`config.mk`:
```
export PLATFORM = sky130hd
export DESIGN_NAME = adc_range_clock_control
export DESIGN_NICKNAME = d
export VERILOG_FILES = /design/src/adc_ctrl_pkg.sv /design/src/clock_divider.sv /design/src/adc_range_clock_control.sv
export SDC_FILE = /design/constraint.sdc
export NUM_CORES = 1
export LEC_CHECK = 0
export ABC_CLOCK_PERIOD_IN_PS = 1880
export BUFFER_PORTS_ARGS = -buffer_cell sky130_fd_sc_hd__buf_2
export CELL_PAD_IN_SITES_DETAIL_PLACEMENT = 0
export CELL_PAD_IN_SITES_GLOBAL_PLACEMENT = 1
export CORE_MARGIN = 5
export CORE_UTILIZATION = 35
export CTS_CLUSTER_DIAMETER = 50
export CTS_CLUSTER_SIZE = 8
export DETAILED_ROUTE_END_ITERATION = 10
export PLACE_DENSITY_LB_ADDON = 0.1
export REMOVE_ABC_BUFFERS = 1
export SETUP_SLACK_MARGIN = 0.3
export SLEW_MARGIN = 20
export SYNTH_ARGS = -nofsm -noshare
export SYNTH_HDL_FRONTEND = slang
export SYNTH_HIERARCHICAL = 1
export SYNTH_SLANG_ARGS = --single-unit
```
`constraint.sdc`:
```
create_clock -name clk -period 1.88 [get_ports clk]
set_input_delay 0.282 -clock clk [delete_from_list [all_inputs] [get_ports clk]]
set_output_delay 0.282 -clock clk [all_outputs]
set_load 0.02 [all_outputs]
```
`src/adc_ctrl_pkg.sv`:
```
package adc_ctrl_pkg;

	// clocking of this control block
	localparam int unsigned CLK_PERIOD_NS     = 10;
	// stabilisation lockout after a clock-mode change, in microseconds
	localparam int unsigned LOCKOUT_US        = 150;
	localparam int unsigned LOCKOUT_CYCLES    = (LOCKOUT_US * 1000) / CLK_PERIOD_NS;
	localparam int unsigned LOCK_W            = 16;

	// master clock dividers
	localparam int unsigned EXT_DIV_RATIO     = 8;
	localparam int unsigned MOD_DIV_RATIO     = 2;
	localparam int unsigned DIV_W             = 3;

	// nominal master clock in kHz, per speed mode
	localparam int unsigned FCLK_HS_KHZ       = 25600;
	localparam int unsigned FCLK_LS_KHZ       = 3200;

	// span encodings
	localparam logic [1:0] SPAN_ONE           = 2'h1;
	localparam logic [1:0] SPAN_TWO           = 2'h2;
	// extended range widens by 25 percent: scale in quarters
	localparam logic [2:0] SCALE_STD_QTR      = 3'h4;
	localparam logic [2:0] SCALE_EXT_QTR      = 3'h5;

	// output code limits
	localparam logic [23:0] CODE_POS_FULL     = 24'h7fffff;
	localparam logic [23:0] CODE_NEG_FULL     = 24'h800000;

	// reset values of the configuration state
	localparam logic CLK_SEL_RESET            = 1'b0;

	typedef enum logic [1:0] {
		LOCK_IDLE,
		LOCK_ACTIVE
	} lock_state_t;

endpackage

```
`src/clock_divider.sv`:
```
`timescale 1ns/1ps

// divides a clock-enable stream by a fixed ratio, producing one tick per RATIO inputs
module clock_divider
	import adc_ctrl_pkg::*;
#(
	parameter int unsigned RATIO = 2
)
(
	input  wire logic clk,
	input  wire logic rst,
	input  wire logic tick_in,
	output logic      tick_out
);

	logic [DIV_W-1:0] count_q;
	logic [DIV_W-1:0] count_d;
	logic             wrap;
	logic             out_d;
	logic             out_q;

	// wrap at the last input tick of each group
	assign wrap    = tick_in && (count_q == DIV_W'(RATIO - 1));
	assign count_d = wrap ? '0 : (tick_in ? count_q + DIV_W'(1) : count_q);
	assign out_d   = wrap;

	always_ff @(posedge clk or posedge rst)
	begin
		if (rst)
		begin
			count_q <= '0;
			out_q   <= 1'b0;
		end
		else
		begin
			count_q <= count_d;
			out_q   <= out_d;
		end
	end

	assign tick_out = out_q;

endmodule

```
`src/adc_range_clock_control.sv`:
```
`timescale 1ns/1ps

////////////////////////////////////////////////////////////////////////////////
// Notes on behaviour
// RQ1: the input span is plus or minus the reference when the span bit is 0 and twice it at 1.
// RQ2: with the high-reference range chosen, the 1x span is applied whatever the span bit says.
// RQ3: extended range widens the span by a quarter, full-scale codes standing at 1.25 k Vref.
// RQ4: the host sets the reference range to match the reference it applies.
// RQ5: where the two reference ranges overlap the host should prefer the low range.
// RQ6: after reset the internal oscillator runs and the clock-source bit reads 0.
// RQ7: the master clock is nominally 25.6 MHz in high speed and 3.2 MHz in low speed.
// RQ8: the internal oscillator follows the speed mode without host action.
// RQ9: with the divide bit at 1 the external clock is divided by eight for low speed.
// RQ10: the modulator clock is the master clock divided by two.
// RQ11: the host runs the external clock before selecting it.
// RQ12: the host keeps the external clock for four cycles after switching back.
// RQ13: after any clock-mode change the start and reset pins are ignored for 150 us.
// RQ14: the host may slow the external clock; conversion timing scales with it.
// RQ15: a saturation flag is latched over a conversion and refreshed at its completion.
// RQ16: start restarts the filter and the reset pin resets the converter.
// RQ17: start or reset edges inside the lockout are dropped, not queued.
module adc_range_clock_control
	import adc_ctrl_pkg::*;
(
	input  wire logic        clk,
	input  wire logic        rst,
	input  wire logic        input_span_select,
	input  wire logic        reference_span_select,
	input  wire logic        extended_range,
	input  wire logic        clk_source_select,
	input  wire logic        clk_divide_select,
	input  wire logic        high_speed_mode,
	input  wire logic        ext_clk_tick,
	input  wire logic        int_osc_hs_tick,
	input  wire logic        int_osc_ls_tick,
	input  wire logic        start_pin,
	input  wire logic        reset_pin,
	input  wire logic        modulator_saturated,
	input  wire logic        conversion_done,
	output logic [1:0]       span_factor,
	output logic [2:0]       span_scale_qtr,
	output logic [23:0]      code_pos_full,
	output logic [23:0]      code_neg_full,
	output logic             clk_source_active,
	output logic             master_clk_tick,
	output logic             modulator_clk_tick,
	output logic [15:0]      nominal_fclk_khz,
	output logic             control_locked,
	output logic             filter_restart,
	output logic             converter_reset,
	output logic             modulator_saturation_flag
);

	////////////////////////////////////////////////////////////////////////////
	// range selection

	logic [1:0]  span_d;
	logic [2:0]  scale_d;

	// RQ1 span from bit
	// RQ2 high reference forces 1x
	assign span_d  = (input_span_select && !reference_span_select) ? SPAN_TWO : SPAN_ONE;
	// RQ3 quarter-step widening
	assign scale_d = extended_range ? SCALE_EXT_QTR : SCALE_STD_QTR;

	logic [1:0]  span_q;
	logic [2:0]  scale_q;

	always_ff @(posedge clk or posedge rst)
	begin
		if (rst)
		begin
			span_q  <= SPAN_ONE;
			scale_q <= SCALE_STD_QTR;
		end
		else
		begin
			span_q  <= span_d;
			scale_q <= scale_d;
		end
	end

	assign span_factor    = span_q;
	assign span_scale_qtr = scale_q;
	// RQ3 full-scale codes are fixed; only the analog scale moves
	assign code_pos_full  = CODE_POS_FULL;
	assign code_neg_full  = CODE_NEG_FULL;

	////////////////////////////////////////////////////////////////////////////
	// clock source and dividers

	logic clk_sel_q;
	logic clk_sel_prev_q;
	logic mode_change;

	// RQ6 internal oscillator after reset
	always_ff @(posedge clk or posedge rst)
	begin
		if (rst)
		begin
			clk_sel_q      <= CLK_SEL_RESET;
			clk_sel_prev_q <= CLK_SEL_RESET;
		end
		else
		begin
			clk_sel_q      <= clk_source_select;
			clk_sel_prev_q <= clk_sel_q;
		end
	end

	assign mode_change       = clk_sel_q != clk_sel_prev_q;
	assign clk_source_active = clk_sel_q;

	logic ext_div8_tick;

	// RQ9 divide external clock by eight
	clock_divider #(
		.RATIO    (EXT_DIV_RATIO)
	) u_ext_div (
		.clk      (clk),
		.rst      (rst),
		.tick_in  (ext_clk_tick),
		.tick_out (ext_div8_tick)
	);

	logic ext_master;
	logic int_master;
	logic master_d;

	// divider bypassed unless requested; stage adds one cycle of latency
	assign ext_master = clk_divide_select ? ext_div8_tick : ext_clk_tick;
	// RQ8 oscillator follows speed mode
	assign int_master = high_speed_mode ? int_osc_hs_tick : int_osc_ls_tick;
	assign master_d   = clk_sel_q ? ext_master : int_master;

	logic master_q;

	always_ff @(posedge clk or posedge rst)
	begin
		if (rst)
			master_q <= 1'b0;
		else
			master_q <= master_d;
	end

	assign master_clk_tick = master_q;

	// RQ10 modulator at half the master rate
	clock_divider #(
		.RATIO    (MOD_DIV_RATIO)
	) u_mod_div (
		.clk      (clk),
		.rst      (rst),
		.tick_in  (master_q),
		.tick_out (modulator_clk_tick)
	);

	// RQ7 nominal master frequency report
	assign nominal_fclk_khz = high_speed_mode ? 16'(FCLK_HS_KHZ) : 16'(FCLK_LS_KHZ);

	////////////////////////////////////////////////////////////////////////////
	// control-pin lockout

	lock_state_t       lock_state_q;
	lock_state_t       lock_state_d;
	logic [LOCK_W-1:0] lock_cnt_q;
	logic [LOCK_W-1:0] lock_cnt_d;
	logic              lock_last;

	assign lock_last = lock_cnt_q == LOCK_W'(LOCKOUT_CYCLES - 1);

	// RQ13 150 us window, restarted by every mode change
	always_comb
	begin
		lock_state_d = lock_state_q;
		lock_cnt_d   = lock_cnt_q;
		unique case (lock_state_q)
			LOCK_IDLE:
			begin
				if (mode_change)
				begin
					lock_state_d = LOCK_ACTIVE;
					lock_cnt_d   = '0;
				end
			end
			LOCK_ACTIVE:
			begin
				if (mode_change)
					lock_cnt_d = '0;
				else if (lock_last)
					lock_state_d = LOCK_IDLE;
				else
					lock_cnt_d = lock_cnt_q + LOCK_W'(1);
			end
		endcase
	end

	always_ff @(posedge clk or posedge rst)
	begin
		if (rst)
		begin
			lock_state_q <= LOCK_IDLE;
			lock_cnt_q   <= '0;
		end
		else
		begin
			lock_state_q <= lock_state_d;
			lock_cnt_q   <= lock_cnt_d;
		end
	end

	assign control_locked = lock_state_q == LOCK_ACTIVE;

	// pin edge detection; pins are already synchronous
	logic start_prev_q;
	logic reset_prev_q;
	logic start_rise;
	logic reset_rise;
	logic restart_q;
	logic conv_reset_q;

	assign start_rise = start_pin && !start_prev_q;
	assign reset_rise = reset_pin && !reset_prev_q;

	// RQ16 act on pin assertion
	// RQ17 edges inside the lockout are simply lost
	always_ff @(posedge clk or posedge rst)
	begin
		if (rst)
		begin
			start_prev_q <= 1'b0;
			reset_prev_q <= 1'b0;
			restart_q    <= 1'b0;
			conv_reset_q <= 1'b0;
		end
		else
		begin
			start_prev_q <= start_pin;
			reset_prev_q <= reset_pin;
			restart_q    <= start_rise && !control_locked;
			conv_reset_q <= reset_rise && !control_locked;
		end
	end

	assign filter_restart  = restart_q;
	assign converter_reset = conv_reset_q;

	////////////////////////////////////////////////////////////////////////////
	// modulator saturation status

	logic sat_acc_q;
	logic sat_flag_q;

	// RQ15 accumulate over the conversion, publish at its end
	always_ff @(posedge clk or posedge rst)
	begin
		if (rst)
		begin
			sat_acc_q  <= 1'b0;
			sat_flag_q <= 1'b0;
		end
		else if (conversion_done)
		begin
			sat_flag_q <= sat_acc_q || modulator_saturated;
			sat_acc_q  <= 1'b0;
		end
		else if (modulator_saturated)
			sat_acc_q <= 1'b1;
	end

	assign modulator_saturation_flag = sat_flag_q;

endmodule

```
==> out/results.txt <==
The worst hold path cell count works out to 1. In this run the number of H-tree levels came out at 2. In the final design database the tool counted 269 nets.

Peak ir drop on the vdd network: 0.341 mV. The endpoint identified for the worst register-to-register timing path is lock_cnt_q[12]. The later pin in the worst-skew pair is clocked with a latency of 290 ps. Proportion of register bits with asynchronous set or reset after synthesis: 1.00.

The biggest area consumer among synthesized cells was dfrtp_1. Power comes to 1.94 mW. Synthesis handed over a netlist of 213 instances.

The detail route stage leaves a number of antenna-violating nets equal to 0. The flow ran to the end, and the final reports show no timing, DRC or antenna violations. After the first detailed-routing iteration, the DRC count stood at 40. In this run the critical register-to-register path is launched from lock_cnt_q[0]. A synthesized cell averages 10.1 um^2. The worst hold path belongs to the class in2reg. For the sequential cell area fraction in the yosys report, the log shows 0.429. By count the netlist is led by buf_4 (65), dfrtp_1 (36), nor2_1 (16). Setup violations remaining at the end of the flow were counted as 0.

The maximum clock insertion buffer count was 2; the initial cell density of the core was 0.363. Yosys mapped a number of flops with a built-in enable equal to 0. The initialized floorplan defines 28 standard-cell rows. The largest fanout of any net on the critical path is 4, and the number of fill cells in the layout is 608.

Initial antenna violation count: 0. After routing the design area is 2300 um^2. Setup repair after global routing could not meet its margin everywhere. During synthesis, Yosys emitted a total of 6 warnings. At the worst endpoint, the required time is 2110 ps. For the minimum setup slack among reg-to-reg paths, the log shows 400 ps. The share of the clock period used by the worst path is 0.790, and the number of buffers created by CTS is 5. The hold path endpoint was clk_source_active. For the detailed placer's ending HPWL, the log shows 2730 um. For the finished layout, the period the worst path requires is 1480 ps.

The via count of the first global-routing pass was 1191. The startpoint identified for the worst hold timing path is clk_source_select. The most used standard cell by instance count after synthesis is buf_4.

The routed design has 3650 um of wire. For the final database, setup skew stands at 6.94 ps. The clock sink count was 37.

The worst setup path is captured at a register. The routed layout has 1313 vias. The critical path class is reg2reg.

The aggregate global-route resource usage came out at 0.0922. The unique cell type count in the Yosys netlist is 40, and the routed wire length per instance is 11.2 um. TritonCTS built the clock tree. The floorplan step set the die height to 88.6 um. 91 I/O pins were placed.

The iteration count of the initial detailed-routing pass is 4, and the core footprint is 5960 um^2. Clock-pin slew was measured on the worst setup and hold paths at 70 ps. On the final layout, the worst hold slack is 94.2 ps. The first global-routing pass estimated 5640 um of wire. The final-report max-slew violation count was 0. The area of the mapped netlist was 2160 um^2. The mean number of vias per cell was 4.04.

At the end of routability-driven placement, the weighted congestion stood at 0.687. The floorplan step set the die width to 88.6 um. Compared with the post-synthesis result, the final layout area differs by 6.66%.

The leftover overflow at the end of global routing came out at 0. The run gives 30 as the maximum number of pins on one net before global-route repair. The number of antenna diodes in the final layout is 0.

After detailed placement, the total cell area comes to 2150 um^2. The die covers 7850 um^2. Endpoint arrival time on the critical path: 1710 ps.

Number of I/O port buffers: 28. Ranked by total cell area, the synthesized netlist is headed by dfrtp_1 (42%), buf_4 (23%), xor2_1 (4.1%). The library cell used as clock root buffer was clkbuf_8. Counting cells, the worst reg-to-reg path comes to 5. The fraction of layout instances using a drive strength above 1 was 0.244; the max-cap check violation count was 0. Count of state elements after synthesis: 37. STA classifies the critical path startpoint as a register. The run gives 0.387 as the final core utilization.

Final sum of negative setup slack: 0 ps. The tools report the number of failing hold endpoints at the final stage as 0. Power spread over the standard cell area amounts to 841 nW/um^2.

After detailed routing, the number of remaining DRC violations is 0. Derived from the worst setup path, the maximum achievable clock frequency is 673 MHz. The main flop type after synthesis was dfrtp_1.

The area fraction of the dominant cell type after synthesis works out to 0.417. The tools report the leakage dissipation as 1.20 nW.
==> cell type report <==
cell class | instances | area, um^2 | share of cell area
multi-input combinational | 161 | 963 | 0.418
sequential | 37 | 932 | 0.404
timing repair buffer | 36 | 203 | 0.0879
tap | 75 | 93.8 | 0.0407
clock buffer | 6 | 72.6 | 0.0315
inverter | 8 | 30.0 | 0.0130
clock inverter | 2 | 10.0 | 0.00434
==> per-layer routing <==
layer | wire, um | global-route usage | up-vias | share of wire
li1 | - | - | 649 | -
met1 | 1650 | 0.115 | 583 | 0.45
met2 | 1490 | 0.148 | 77 | 0.41
met3 | 485 | 0.0372 | 4 | 0.13
met4 | 30 | 0.0247 | 0 | 0.0082
met5 | 0 | 0 | - | 0
==> what timing repair did <==
| action | 4_1_cts | 5_1_grt |
|---|---|---|
| pin swaps | 2 | 2 |
| hold buffers | 1 | 0 |
| resized for setup | 5 | 5 |
| setup buffers | 0 | 2 |
| hold endpoints to repair | 8 | 0 |
| setup endpoints to repair | 4 | 4 |
==> kinds of logic after synthesis <==
group,count (synthesis),synth area share
mux,5,0.0266
fa+ha+maj,5,0.0290
other cells,2,0.00348
flops,37,0.429
simple gates,64,0.174
compound gates,13,0.0423
xor+xnor,12,0.0486
buf+inv,75,0.247
==> metrics by stage <==
step                std cells  setup slack [ps]
finish                    325               395
global route              325               299
CTS                       323               311
detailed placement        314               166
global placement          314               198
floorplan                 206               303
==> critical path, cell delays in order (launching register included) <==
cell and delay (ps):
dfrtp_2 420, ha_4 150, and4_4 240, nand3_4 80, or4_1 460, nand2_1 70
==> state kept, by name, summed over array words and instances, names as in the netlist, 2 cells and up <==
| name | cells |
|---|---|
| lock_cnt_q | 16 |
| span_factor | 2 |
| u_ext_div/count_q | 3 |
| u_mod_div/count_q | 3 |
==> where the power goes <==
| part | total, mW | switching [mW] | internal (mW) |
|---|---|---|---|
| combinational | 0.441 | 0.269 | 0.172 |
| sequential | 0.964 | 0.0697 | 0.894 |
| clock | 0.533 | 0.276 | 0.257 |
| total | 1.94 | 0.615 | 1.32 |
==> worst max path at each step <==
stage,slack (ps),from,end
final,400,lock_cnt_q[0],lock_cnt_q[12]
after global routing,300,lock_cnt_q[5],lock_cnt_q[15]
after CTS,310,lock_cnt_q[0],lock_cnt_q[12]
after detailed placement,170,lock_cnt_q[0],lock_cnt_q[2]
after global placement,200,lock_cnt_q[0],lock_cnt_q[2]
after floorplan,300,lock_state_q[0],lock_cnt_q[13]
==> cell usage in the layout, fill, tap and decap left out, drive strengths merged, types with 4 or more instances in the layout <==
| master | instances |
|---|---|
| nor2 | 16 |
| and3 | 4 |
| clkbuf | 6 |
| nand4 | 6 |
| inv | 8 |
| ha | 5 |
| nand3 | 5 |
| dfrtp | 36 |
| xor2 | 10 |
| buf | 35 |
| nand2b | 6 |
| nand2 | 10 |
| conb | 62 |
Power figures use the tool's default switching activity.
